File: src/pkg/dzc_pkg.sv
// Shared constants, types and timing for the calibration and power-down termination block
package dzc_pkg;

  // Clock rate
  localparam int unsigned CLK_PERIOD_PS = 25000;

  // Command encoding on the decoded command bus
  localparam logic [3:0] CMD_NOP       = 4'h0;
  localparam logic [3:0] CMD_REFRESH   = 4'h1;
  localparam logic [3:0] CMD_CAL       = 4'h2;
  localparam logic [3:0] CMD_SR_EXIT   = 4'h3;
  localparam logic [3:0] CMD_MODE_SET  = 4'h4;
  localparam int unsigned ADDR_LONG_BIT = 10;
  localparam int unsigned FREEZE_BIT_POS = 12;
  localparam logic        FREEZE_FROZEN = 1'b0;

  // Calibration windows, in clock cycles of the memory clock
  localparam int unsigned INIT_CAL_CYC  = 512;
  localparam int unsigned OPER_CAL_CYC  = 256;
  localparam int unsigned SHORT_CAL_CYC = 64;

  // Power-down related delays, in clock cycles
  localparam int unsigned CKE_LOW_DLY_CYC  = 1;
  localparam int unsigned REFRESH_CYC      = 104;
  localparam int unsigned PD_EXIT_DLL_CYC  = 10;

  // Termination delays, in picoseconds
  localparam int unsigned ASYNC_ON_MIN_PS  = 2000;
  localparam int unsigned ASYNC_ON_MAX_PS  = 8500;
  localparam int unsigned ASYNC_OFF_MIN_PS = 2000;
  localparam int unsigned ASYNC_OFF_MAX_PS = 8500;

  // Cycle counts derived from the rate; minimum rounds up, maximum rounds down to no less than one
  localparam int unsigned ASYNC_ON_MIN_CYC  =
    (ASYNC_ON_MIN_PS + CLK_PERIOD_PS - 1) / CLK_PERIOD_PS;
  localparam int unsigned ASYNC_ON_MAX_RAW  = ASYNC_ON_MAX_PS / CLK_PERIOD_PS;
  localparam int unsigned ASYNC_ON_MAX_CYC  = (ASYNC_ON_MAX_RAW < 1) ? 1 : ASYNC_ON_MAX_RAW;
  localparam int unsigned ASYNC_OFF_MIN_CYC =
    (ASYNC_OFF_MIN_PS + CLK_PERIOD_PS - 1) / CLK_PERIOD_PS;
  localparam int unsigned ASYNC_OFF_MAX_RAW = ASYNC_OFF_MAX_PS / CLK_PERIOD_PS;
  localparam int unsigned ASYNC_OFF_MAX_CYC =
    (ASYNC_OFF_MAX_RAW < 1) ? 1 : ASYNC_OFF_MAX_RAW;
  // Asynchronous delay the device applies
  localparam int unsigned ASYNC_TERM_CYC = ASYNC_ON_MIN_CYC;

  // Latency field defaults
  localparam logic [4:0] WRITE_LATENCY_RST = 5'h05;
  localparam logic [4:0] TERM_LAT_OFFSET   = 5'h02;
  localparam logic [4:0] LEAD_OFFSET       = 5'h01;

  // Counter width for the calibration, refresh, entry and exit windows
  localparam int unsigned CNT_W = 12;

  // Calibration state
  typedef enum logic [2:0] {
    DZC_CAL_IDLE  = 3'b001,
    DZC_CAL_RUN   = 3'b010,
    DZC_CAL_XFER  = 3'b100
  } dzc_cal_state_e;

  // Decoded command from the controller
  typedef struct packed {
    logic [3:0]  cmd;
    logic [15:0] addr;
  } dzc_cmd_s;

  // Calibration results handed to the I/O
  typedef struct packed {
    logic [5:0] drive_code;
    logic [5:0] term_code;
  } dzc_cal_code_s;

endpackage : dzc_pkg

File: src/hw/dzc_down_counter.sv
// Loadable down counter with a busy flag
`timescale 1ns/1ps
`default_nettype none
module dzc_down_counter
  import dzc_pkg::*;
#(
  parameter int unsigned W = CNT_W
) (
  // Clock and reset
  input  wire logic         clock,
  input  wire logic         rst_n,
  // Control
  input  wire logic         load,
  input  wire logic [W-1:0] load_value,
  // State
  output logic              busy,
  output logic [W-1:0]      count
);

  logic [W-1:0] next_count;

  // Load wins over counting so a restart is never lost
  always_comb begin
    next_count = count;
    if (load) begin
      next_count = load_value;
    end else if (count != '0) begin
      next_count = count - W'(1);
    end
  end

  always_ff @(posedge clock or negedge rst_n) begin
    if (!rst_n) begin
      count <= '0;
    end else begin
      count <= next_count;
    end
  end

  assign busy = (count != '0);

endmodule : dzc_down_counter
`default_nettype wire

File: src/hw/dzc_delay_line.sv
// Shift line that delays the termination request by a selectable number of cycles
`timescale 1ns/1ps
`default_nettype none
module dzc_delay_line
  import dzc_pkg::*;
#(
  parameter int unsigned DEPTH = 32
) (
  // Clock and reset
  input  wire logic                     clock,
  input  wire logic                     rst_n,
  // Data
  input  wire logic                     din,
  input  wire logic [$clog2(DEPTH)-1:0] tap,
  // Delayed result
  output logic                          dout
);

  logic [DEPTH-1:0] line;
  logic [DEPTH-1:0] next_line;

  // Tap zero is the input registered once
  always_comb begin
    next_line = {line[DEPTH-2:0], din};
  end

  always_ff @(posedge clock or negedge rst_n) begin
    if (!rst_n) begin
      line <= '0;
    end else begin
      line <= next_line;
    end
  end

  assign dout = line[tap];

endmodule : dzc_delay_line
`default_nettype wire

File: src/hw/dzc_cal_odt.sv
// Calibration command engine and power-down termination mode transition logic
`timescale 1ns/1ps
`default_nettype none
// Contract
// RL1: Transition behaviour only when DLL frozen
// RL2: Entry lead window is write latency minus one
// RL3: Entry period excludes start, includes end
// RL4: Pending refresh extends entry period end
// RL5: Entry turn-on within combined min/max
// RL6: Entry turn-off within combined min/max
// RL7: Exit period from lead to DLL exit delay
// RL8: Exit responses use same combined bounds
// RL9: Short power-down merges both periods
// RL10: Short idle merges exit and entry periods
// RL11: Long calibration runs engine, transfers codes
// RL12: First long gets initial time, later operational
// RL13: Short calibration finishes within short time
// RL14: Controller keeps channel quiet during calibration
// RL15: Calibration current path off when done
// RL16: Controller precharges all banks before calibration
// RL17: No calibration started after self-refresh exit
// RL18: Controller waits self-refresh exit delay
// RL19: Shared resistor calibrations never overlap
// RL20: Clock enable held high during calibration
// RL21: Termination off during calibration window
// RL22: Data pins high impedance during calibration
// RL23: Synchronous termination latency is write latency minus two; the code uses write latency plus additive latency minus two
// RL24: Asynchronous path ignores additive latency
// RL25: Address bit ten selects long or short
module dzc_cal_odt
  import dzc_pkg::*;
#(
  parameter int unsigned LAT_DEPTH = 32
) (
  // Clock and reset
  input  wire logic          clock,
  input  wire logic          arst_n,
  // Command side from the controller
  input  wire dzc_cmd_s      cmd_in,
  input  wire logic          cke,
  input  wire logic          odt,
  // Latency settings from mode registers
  input  wire logic [4:0]    write_latency,
  input  wire logic [4:0]    additive_latency,
  // Calibration engine result
  input  wire dzc_cal_code_s engine_code,
  // Calibration outputs
  output logic               cal_busy,
  output logic               cal_current_en,
  output dzc_cal_code_s      io_code,
  output logic               dq_hold_hiz,
  // Termination outputs
  output logic               term_on,
  output logic               term_async_mode,
  output logic               transition_active
);

  // Reset release through two flops
  logic rst_meta;
  logic rst_n;
  always_ff @(posedge clock or negedge arst_n) begin
    if (!arst_n) begin
      rst_meta <= 1'b0;
      rst_n    <= 1'b0;
    end else begin
      rst_meta <= 1'b1;
      rst_n    <= rst_meta;
    end
  end

  // Calibration
  dzc_cal_state_e cal_state, next_cal_state;
  logic           first_long_done, next_first_long_done;
  logic           cal_load;
  logic [CNT_W-1:0] cal_len;
  logic [CNT_W-1:0] cal_cnt;
  dzc_cal_code_s  next_io_code;
  logic           next_cal_busy, next_cal_current_en, next_dq_hold_hiz;

  dzc_down_counter #(.W(CNT_W)) u_cal_cnt (
    .clock      (clock),
    .rst_n      (rst_n),
    .load       (cal_load),
    .load_value (cal_len),
    .busy       (),
    .count      (cal_cnt)
  );

  // Start only on explicit command; self-refresh exit never starts one [RL17]
  always_comb begin
    next_cal_state       = cal_state;
    next_first_long_done = first_long_done;
    next_io_code         = io_code;
    cal_load             = 1'b0;
    cal_len              = CNT_W'(SHORT_CAL_CYC);
    unique case (cal_state)
      DZC_CAL_IDLE: begin
        if (cmd_in.cmd == CMD_CAL) begin
          cal_load       = 1'b1;
          next_cal_state = DZC_CAL_RUN;
          if (cmd_in.addr[ADDR_LONG_BIT]) begin // [RL25]
            cal_len = first_long_done ? CNT_W'(OPER_CAL_CYC)
                                      : CNT_W'(INIT_CAL_CYC); // [RL12] [RL11]
            next_first_long_done = 1'b1;
          end else begin
            cal_len = CNT_W'(SHORT_CAL_CYC); // [RL13]
          end
        end
      end
      DZC_CAL_RUN: begin
        // Transfer one cycle before the window closes so codes land on the edge that closes it
        if (cal_cnt <= CNT_W'(2)) begin
          next_cal_state = DZC_CAL_XFER;
        end
      end
      DZC_CAL_XFER: begin
        next_io_code   = engine_code; // [RL11] [RL13]
        next_cal_state = DZC_CAL_IDLE;
      end
      default: next_cal_state = DZC_CAL_IDLE;
    endcase
    next_cal_busy       = (next_cal_state != DZC_CAL_IDLE);
    next_cal_current_en = (next_cal_state == DZC_CAL_RUN); // [RL15]
    next_dq_hold_hiz    = next_cal_busy; // [RL22]
  end

  always_ff @(posedge clock or negedge rst_n) begin
    if (!rst_n) begin
      cal_state       <= DZC_CAL_IDLE;
      first_long_done <= 1'b0;
      io_code         <= '0;
      cal_busy        <= 1'b0;
      cal_current_en  <= 1'b0;
      dq_hold_hiz     <= 1'b0;
    end else begin
      cal_state       <= next_cal_state;
      first_long_done <= next_first_long_done;
      io_code         <= next_io_code;
      cal_busy        <= next_cal_busy;
      cal_current_en  <= next_cal_current_en;
      dq_hold_hiz     <= next_dq_hold_hiz;
    end
  end

  // Mode register freeze bit
  logic dll_frozen, next_dll_frozen;
  always_comb begin
    next_dll_frozen = dll_frozen;
    if (cmd_in.cmd == CMD_MODE_SET) begin
      next_dll_frozen = (cmd_in.addr[FREEZE_BIT_POS] == FREEZE_FROZEN);
    end
  end

  always_ff @(posedge clock or negedge rst_n) begin
    if (!rst_n) begin
      dll_frozen <= 1'b0;
    end else begin
      dll_frozen <= next_dll_frozen;
    end
  end

  // Power-down transition periods
  // The lead window looks backwards, so the device holds the period open
  // for the lead length after each clock enable edge in frozen mode instead of predicting it.
  logic cke_q, next_cke_q;
  logic cke_fall, cke_rise;
  logic [CNT_W-1:0] entry_len, exit_len, ref_rem;
  logic entry_load, exit_load;
  logic entry_busy, exit_busy, ref_busy;
  logic [CNT_W-1:0] ref_cnt;
  logic lead_open, next_lead_open;
  logic [4:0] lead_cnt, next_lead_cnt;
  logic [4:0] lead_len;

  assign cke_fall = cke_q & ~cke;
  assign cke_rise = ~cke_q & cke;
  assign lead_len = write_latency - LEAD_OFFSET; // [RL2]

  dzc_down_counter #(.W(CNT_W)) u_ref_cnt (
    .clock      (clock),
    .rst_n      (rst_n),
    .load       (cmd_in.cmd == CMD_REFRESH),
    .load_value (CNT_W'(REFRESH_CYC)),
    .busy       (ref_busy),
    .count      (ref_cnt)
  );

  // Entry period end is the later of the low delay and the refresh remainder
  always_comb begin
    ref_rem    = ref_busy ? ref_cnt : CNT_W'(0);
    entry_len  = (ref_rem > CNT_W'(CKE_LOW_DLY_CYC)) ? ref_rem
                                                     : CNT_W'(CKE_LOW_DLY_CYC); // [RL4] [RL3]
    entry_load = cke_fall & dll_frozen; // [RL1]
    exit_len   = CNT_W'(PD_EXIT_DLL_CYC); // [RL7]
    exit_load  = cke_rise & dll_frozen; // [RL1]
  end

  dzc_down_counter #(.W(CNT_W)) u_entry_cnt (
    .clock      (clock),
    .rst_n      (rst_n),
    .load       (entry_load),
    .load_value (entry_len),
    .busy       (entry_busy),
    .count      ()
  );

  dzc_down_counter #(.W(CNT_W)) u_exit_cnt (
    .clock      (clock),
    .rst_n      (rst_n),
    .load       (exit_load),
    .load_value (exit_len),
    .busy       (exit_busy),
    .count      ()
  );

  // Lead window: the last write_latency-1 cycles before a clock enable edge
  // are covered by holding the period open that long after a possible edge;
  // a bounded look-back is cheaper than predicting the controller.
  always_comb begin
    next_cke_q     = cke;
    next_lead_open = lead_open;
    next_lead_cnt  = lead_cnt;
    if (lead_cnt != 5'h00) begin
      next_lead_cnt = lead_cnt - 5'h01;
    end else begin
      next_lead_open = 1'b0;
    end
    if ((cke_fall | cke_rise) & dll_frozen) begin
      next_lead_open = 1'b1;
      next_lead_cnt  = lead_len; // [RL2] [RL7]
    end
  end

  always_ff @(posedge clock or negedge rst_n) begin
    if (!rst_n) begin
      cke_q     <= 1'b1;
      lead_open <= 1'b0;
      lead_cnt  <= 5'h00;
    end else begin
      cke_q     <= next_cke_q;
      lead_open <= next_lead_open;
      lead_cnt  <= next_lead_cnt;
    end
  end

  // Overlapping periods merge into one continuous uncertain stretch
  logic in_pd, next_in_pd;
  logic next_transition, next_async;
  always_comb begin
    next_in_pd      = in_pd;
    if (cke_fall) begin
      next_in_pd = 1'b1;
    end else if (cke_rise) begin
      next_in_pd = 1'b0;
    end
    next_transition = dll_frozen &
                      (entry_load | exit_load | entry_busy | exit_busy | lead_open); // [RL9] [RL10] [RL3]
    // Inside a transition the device picks the asynchronous path, a legal choice
    next_async = dll_frozen & (next_in_pd | next_transition); // [RL8] [RL5] [RL6]
  end

  always_ff @(posedge clock or negedge rst_n) begin
    if (!rst_n) begin
      in_pd             <= 1'b0;
      transition_active <= 1'b0;
      term_async_mode   <= 1'b0;
    end else begin
      in_pd             <= next_in_pd;
      transition_active <= next_transition;
      term_async_mode   <= next_async;
    end
  end

  // Termination timing
  localparam int unsigned TAP_W = $clog2(LAT_DEPTH);
  logic [TAP_W-1:0] sync_tap, async_tap;
  logic             sync_term, async_term;
  logic [4:0]       sync_lat;

  // Synchronous: write latency plus additive latency, minus two
  always_comb begin
    sync_lat  = write_latency + additive_latency - TERM_LAT_OFFSET; // [RL23]
    sync_tap  = (sync_lat == 5'h00) ? TAP_W'(0) : TAP_W'(sync_lat - 5'h01);
    async_tap = TAP_W'(ASYNC_TERM_CYC - 1); // [RL24]
  end

  dzc_delay_line #(.DEPTH(LAT_DEPTH)) u_sync_line (
    .clock (clock),
    .rst_n (rst_n),
    .din   (odt),
    .tap   (sync_tap),
    .dout  (sync_term)
  );

  dzc_delay_line #(.DEPTH(LAT_DEPTH)) u_async_line (
    .clock (clock),
    .rst_n (rst_n),
    .din   (odt),
    .tap   (async_tap),
    .dout  (async_term)
  );

  // Termination forced off from the take edge on; a safety net only
  logic next_term_on;
  always_comb begin
    next_term_on = (term_async_mode ? async_term : sync_term) // [RL5] [RL6]
                   & ~cal_busy & ~next_cal_busy;
  end

  always_ff @(posedge clock or negedge rst_n) begin
    if (!rst_n) begin
      term_on <= 1'b0;
    end else begin
      term_on <= next_term_on;
    end
  end

endmodule : dzc_cal_odt
`default_nettype wire

File: config.mk
export PLATFORM = sky130hd
export DESIGN_NAME = dzc_cal_odt
export DESIGN_NICKNAME = d
export VERILOG_FILES = /design/src/pkg/dzc_pkg.sv /design/src/hw/dzc_down_counter.sv /design/src/hw/dzc_delay_line.sv /design/src/hw/dzc_cal_odt.sv
export SDC_FILE = /design/constraint.sdc
export NUM_CORES = 1
export LEC_CHECK = 0
export BUFFER_PORTS_ARGS = -buffer_cell sky130_fd_sc_hd__buf_2
export CORE_AREA = 4 4 98 100
export DETAILED_ROUTE_END_ITERATION = 7
export DIE_AREA = 0 0 102 104
export GPL_ROUTABILITY_DRIVEN = 0
export MAX_ROUTING_LAYER = met4
export PLACE_DENSITY_LB_ADDON = 0.3
export SYNTH_ARGS = -nofsm -noshare
export SYNTH_HDL_FRONTEND = slang
export SYNTH_SLANG_ARGS = --single-unit
File: constraint.sdc
create_clock -name clock -period 5.38 [get_ports clock]
set_input_delay 0.269 -clock clock [delete_from_list [all_inputs] [get_ports clock]]
set_output_delay 0.269 -clock clock [all_outputs]
set_load 0.1 [all_outputs]
==> reports/qor.yml, run 1 <==
placed_design:
  dp_cells: 635
  dp_hpwl_um: 7280
  place_area_um2: 5630
  io_buffers: 49
  dpl_worst_slack_ps: 1960
worst_setup_path:
  startpoint: "write_latency[0]"
  critPathMostFrequentCell: "ha_1"
  cp.required_ps: 5620
  cp-start-kind: "input pin"
  cp_num_buf_inv: 2
  cp-end-kind: "flip-flop"
  max_stage_delay_ps: 610
  cp_slowest_cell: "xnor2_1"
  path_class: "input pin to flip-flop"
  rrSetupSlack_ps: 2570
  worst-path-max-fanout: 12
  r2r-start: "u_entry_cnt.count[4]$_DFFE_PN0P_"
  worst_ep_arrival_time_ps: 3300
  crit_chain: "buf_2, ha_1, clkinv_1, ha_1, xnor2_1, mux4_2, nand2_1, nand3_1, a211oi_1, o22ai_1"
  crit_family: "adder cells"
power_and_ir_drop:
  p_int_mw: 1.58
  switchingPower_mw: 0.935
  pwr-share-comb_pct: 31.7
  switching_share_pct: 37.2
  p_seq_share_pct: 49.4
  p_per_area_nw_per_um2: 429
  pwr-share-clk_pct: 18.9
  leakage_nw: 2.73
  p_total_mw: 2.51
  irDropWorstVdd_v: 0.000270
synthesis:
  synth_nets: 554
  synthXorXnorAreaFrac_pct: 7.05
  async_flop_share_pct: 100
  ys_seq_elements: 112
  synthSimpleGateAreaFrac_pct: 16.8
  synth_top_family_by_area: "simple AND/OR/NAND/NOR gates"
  netlist_area_um2: 5290
  synth_area_per_cell_um2: 10.8
  synth_compound_area_share_pct: 8.50
  synth_mux_area_share_pct: 6.30
  synth_edf_count: 0
  syn_inst: 488
  ys_types: 60
  synth_ff_type: "dfrtp_1"
  seq_area_frac_synth_pct: 53.1
  yosys_warnings: 0
  synth_fa_ha_area_share_pct: 4.88
layout:
  syn_to_final_growth_pct: 10.7
  nNetsFinal: 607
  finalNonFillerCells: 654
  n_antenna_cell: 0
  design_area_um2: 5850
  final_util_pct: 67.5
  drive_gt1_share_pct: 17.4
cts:
  cts_buffers: 9
  h-tree-depth: 3
  cts_resized: 0
  cts_buffer_depth: 2
  clkTransAtPathRegs_ps: 100
  hold_buffers: 3
  clk_latency_ps: 370
  clock_tree.root_cell: "clkbuf_8"
  post_cts_buffers: 0
  clock_sinks: 112
  cts_tree: "done"
grt:
  grt_pass1_wl_um: 17000
  antenna_found_initial: 0
  grt_start_max_net_pins: 61
  grt_pass1_vias: 3726
  use_met2_pct: 32.4
  grt.met1_usage_pct: 26.4
  grtUsageMet3_pct: 4.09
  grt_remaining_overflow: 0
  grt_usage_pct: 20.3
  top_usage_layer: "met2"
floorplan:
  die_w_um: 102
  core-area_um2: 8680
  die_h_um: 104
  start_util_pct: 60.9
  row_count: 34
  die_area_um2: 10600
  io_pins: 64
flow_run:
  cap_violations: 0
sta:
  maxSlewHeadroom_pct: 26.4
  rsz0062_at_grt: "no"
  min_period_over_period_pct: 56.9
  drv_slew: 0
  layout_setup_ws_ps: 2320
  fin_skew_ps: 9.71
  worstMarginPinSlew_ps: 1100
  fin_crit_ps: 3060
  tns_ps: 0
  hold_ws_ps: 83.3
  setup_violations: 0
  fmax_mhz: 326
  finalHoldViolCount: 0
routing:
  viasPerCell: 5.68
  vias: 3716
  drt_iter0_drc: 136
  ant_nets: 0
  drc_errors: 0
  detail_route.wl_per_cell_um: 15.0
  wirelength_um: 9840
  drt_first_pass_iters: 5
min_path:
  hp-start: "cmd_in[12]"
  worstHoldPathType: "input pin to flip-flop"
run_status:
  status: "finished clean"
==> layer usage <==
metal  vias to the layer above  wire, um
met1                      1819      4290
met3                        10       403
li1                       1811         -
met4                         0       116
met2                        76      5030
met5                         -         0
==> power by group through the flow <==
stage | combinational [mW] | sequential [mW] | clock (mW)
after global placement | 0.754 | 1.24 | 0
final | 0.795 | 1.24 | 0.475
after floorplan | 0.596 | 1.27 | 0
after global routing | 0.905 | 1.28 | 0.521
after CTS | 0.798 | 1.24 | 0.489
after detailed placement | 0.792 | 1.25 | 0
==> cell usage after synthesis (3+ instances only) <==
library cell | count | area share, %
dfrtp_1 | 110 | 52
nor2_1 | 57 | 4.0
inv_1 | 29 | 2.1
nand2_1 | 27 | 1.9
nor3_1 | 21 | 2.0
xnor2_1 | 21 | 3.5
ha_1 | 19 | 4.5
o21ai_0 | 19 | 1.8
xor2_1 | 19 | 3.1
nand3_1 | 17 | 1.6
mux2i_1 | 13 | 2.5
a21oi_1 | 12 | 1.1
mux2_2 | 12 | 2.6
clkbuf_1 | 9 | 0.64
nor4_1 | 9 | 1.1
or3_1 | 8 | 0.95
a211oi_1 | 7 | 0.99
a21o_1 | 6 | 0.85
a22oi_1 | 6 | 0.85
nor2b_1 | 5 | 0.59
nor3b_1 | 5 | 0.71
a31oi_1 | 3 | 0.36
and2_1 | 3 | 0.36
mux4_2 | 3 | 1.3
nand4_1 | 3 | 0.36
nor4b_1 | 3 | 0.50
==> path summary, 6_finish.rpt <==
path,endpoint,depth (start not counted)
worst max-delay path,term_on$_DFF_PN0_,10
worst min-delay path,dll_frozen$_DFFE_PN0N_,2
worst max register to register,term_async_mode$_DFF_PN0_,6
worst min register to register,u_sync_line.line[14]$_DFF_PN0_,0
max in group asynchronous,u_exit_cnt.count[7]$_DFFE_PN0P_,1
min in group asynchronous,rst_n$_DFF_PN0_,2
==> flip-flops by register name (all words and copies together) (netlist names), 3 cells and up <==
name and cells:
u_sync_line.line 32, u_ref_cnt.count 12, u_cal_cnt.count 12, u_exit_cnt.count 12, cal_state 3, u_entry_cnt.count 12, lead_cnt 5, io_code 12
==> placed cells by master, fill, tap and decap left out, types with 10 or more instances in the layout <==
cell      netlist  routed
nor2_1         57      57
o21ai_0        19      19
nor3_1         21      20
clkbuf_8        0      10
nand3_1        17      17
ha_1           19      19
dfrtp_1       110     109
buf_2           0      49
xor2_1         19      19
a21oi_1        12      12
inv_1          29      29
nand2_1        27      27
mux2_2         12      12
mux2i_1        13      13
xnor2_1        21      21
==> layout make-up <==
type / count / area (um^2)
well taps: 108 / 135
flip-flops and latches: 112 / 2810
repair buffers: 55 / 298
multi-input cells: 333 / 2310
inverters: 30 / 113
fillers: 649 / 2820
clock buffers: 10 / 138
clock inverters: 6 / 52.6
==> cells by family after synthesis <==
group,count (synthesis)
simple gates,175
other cells,1
flops,112
fa+ha+maj,20
compound gates,68
xor+xnor,41
buf+inv,43
mux,28
No activity file was read; power rests on OpenSTA's default activity.
==> inputs of run 2 (changes only) <==
- CORE_AREA: 4 4 98 100 -> 4 4 106 108
- DIE_AREA: 0 0 102 104 -> 0 0 110 112
- clock period: 5.38 -> 2.6 ns (I/O delays scaled with it)
==> reports/qor.yml, run 2 (same netlist as run 1, synthesis figures left out) <==
routing:
  ant_nets: 0  # unchanged
  drt_first_pass_iters: 4  # -1
  detail_route.wl_per_cell_um: 15.2  # +0.95%
  drt_iter0_drc: 217  # +60%
  wirelength_um: 10900  # +11%
  vias: 3852  # +3.7%
  drc_errors: 0  # unchanged
  viasPerCell: 5.37  # -5.4%
placed_design:
  io_buffers: 49  # unchanged
  dpl_worst_slack_ps: -81.5  # -2040 ps
  dp_hpwl_um: 7760  # +6.6%
  place_area_um2: 5820  # +3.3%
  dp_cells: 680  # +7.1%
layout:
  design_area_um2: 6240  # +6.6%
  finalNonFillerCells: 717  # +9.6%
  nNetsFinal: 642  # +5.8%
  final_common_cell: "dfrtp_1"
  syn_to_final_growth_pct: 18.0
  largest_register_ffs: 32  # unchanged
  layout_common_cells: "109 x dfrtp_1, 57 x nor2_1, 49 x buf_2"
  drive_gt1_share_pct: 20.3  # +2.9 points
  final_util_pct: 61.0  # -6.5 points
  regMostFlops: "u_sync_line.line"
  n_antenna_cell: 0  # unchanged
  nFillCells: 830  # +28%
grt:
  grt_usage_pct: 19.8  # -0.53 points
  antenna_found_initial: 0  # unchanged
  grt_pass1_vias: 4041  # +8.5%
  grt_start_max_net_pins: 49  # -20%
  grt_remaining_overflow: 0  # unchanged
  grt_pass1_wl_um: 18800  # +11%
cts:
  clock_tree.root_cell: "clkbuf_8"
  clk_latency_ps: 370  # about the same
  cts_buffer_depth: 2  # unchanged
  h-tree-depth: 3  # unchanged
  cts_tree: "done"
  clkTransAtPathRegs_ps: 100  # about the same
  cts_buffers: 9  # unchanged
  clock_sinks: 112  # unchanged
floorplan:
  die_h_um: 112  # +7.7%
  die_area_um2: 12300  # +16%
  start_util_pct: 51.7  # -9.2 points
  core-area_um2: 10200  # +18%
  row_count: 37  # +8.8%
  die_w_um: 110  # +7.8%
  io_pins: 64  # unchanged
sta:
  maxSlewHeadroom_pct: 58.9  # +32 points
  fin_skew_ps: 8.73  # -0.982 ps
  hold_ws_ps: 56.3  # -27.0 ps
  fin_crit_ps: 2430
  fmax_mhz: 411
  worstMarginPinSlew_ps: 611  # -487 ps
  min_period_over_period_pct: 93.6
  finalHoldViolCount: 0  # unchanged
  tns_ps: 0  # unchanged
  layout_setup_ws_ps: 167  # -2150 ps
  rsz0062_at_grt: "no"
  setup_violations: 0  # unchanged
  drv_slew: 0  # unchanged
worst_setup_path:
  cp-end-kind: "flip-flop"
  cp-start-kind: "flip-flop"
  cp.required_ps: 2860  # -2760 ps
  worst_ep_arrival_time_ps: 2690  # -610 ps
  path_class: "flip-flop to flip-flop"
  worst-path-max-fanout: 4  # -8
power_and_ir_drop:
  p_per_area_nw_per_um2: 870  # +100%
  p_total_mw: 5.43  # +120%
  leakage_nw: 2.93  # +7.2%
  irDropWorstVdd_v: 0.000657  # +140%
flow_run:
  cap_violations: 0  # unchanged
min_path:
  worstHoldPathType: "input pin to async pin"
run_status:
  status: "finished clean"
run 2: area by class of cell:
| cell class | count | area [um^2] | area share [%] |
|---|---|---|---|
| Sequential cell | 112 | 2810 | 45.0 |
| Multi-Input combinational cell | 333 | 2330 | 37.3 |
| Timing Repair Buffer | 90 | 612 | 9.81 |
| Tap cell | 136 | 170 | 2.73 |
| Clock buffer | 13 | 169 | 2.71 |
| Inverter | 30 | 113 | 1.80 |
| Clock inverter | 3 | 40.0 | 0.642 |
run 2: worst paths after layout:
path | startpoint | to | slack (ps) | depth (start not counted)
worst max-delay path | u_exit_cnt.count[0]$_DFFE_PN0P_ | u_exit_cnt.count[11]$_DFFE_PN0P_ | 170 | 9
worst min-delay path | arst_n | rst_n$_DFF_PN0_ | 60 | 2
worst max register to register | u_exit_cnt.count[0]$_DFFE_PN0P_ | u_exit_cnt.count[11]$_DFFE_PN0P_ | 170 | 9
worst min register to register | rst_n$_DFF_PN0_ | u_ref_cnt.count[1]$_DFFE_PN0P_ | 320 | 0
max in group asynchronous | rst_n$_DFF_PN0_ | lead_cnt[1]$_DFFE_PN0P_ | 1540 | 1
min in group clock | cmd_in[19] | dll_frozen$_DFFE_PN0N_ | 110 | 4
run 2: worst max-delay path: stages, from the launching register on:
cell and delay, ps:
dfrtp_1 370, inv_1 70, ha_1 220, nor2b_1 150, and4_1 190, or3_1 370, or3b_2 540, nor3b_2 220
xnor2_1 140, nor2_1 50
run 2: what timing repair did:
item,4_1_cts,5_1_grt
hold buffers,17,0
endpoints found under the hold margin,19,0
gates resized for setup,0,2
endpoints found under the setup margin,0,2
setup buffers,0,4
run 2: report_power, final:
group | internal, mW | switching, mW
registers | 2.16 | 0.424
logic | 0.794 | 0.973
clock network | 0.523 | 0.554
run 2: layer usage:
metal | vias to the layer above | track usage, % | part of all wire, % | wire [um]
met1 | 1893 | 25.3 | 44 | 4800
li1 | 1878 | - | - | -
met3 | 12 | 3.94 | 3.4 | 367
met2 | 69 | 32.3 | 51 | 5590
met4 | 0 | 4.90 | 1.2 | 128
met5 | - | - | 0 | 0
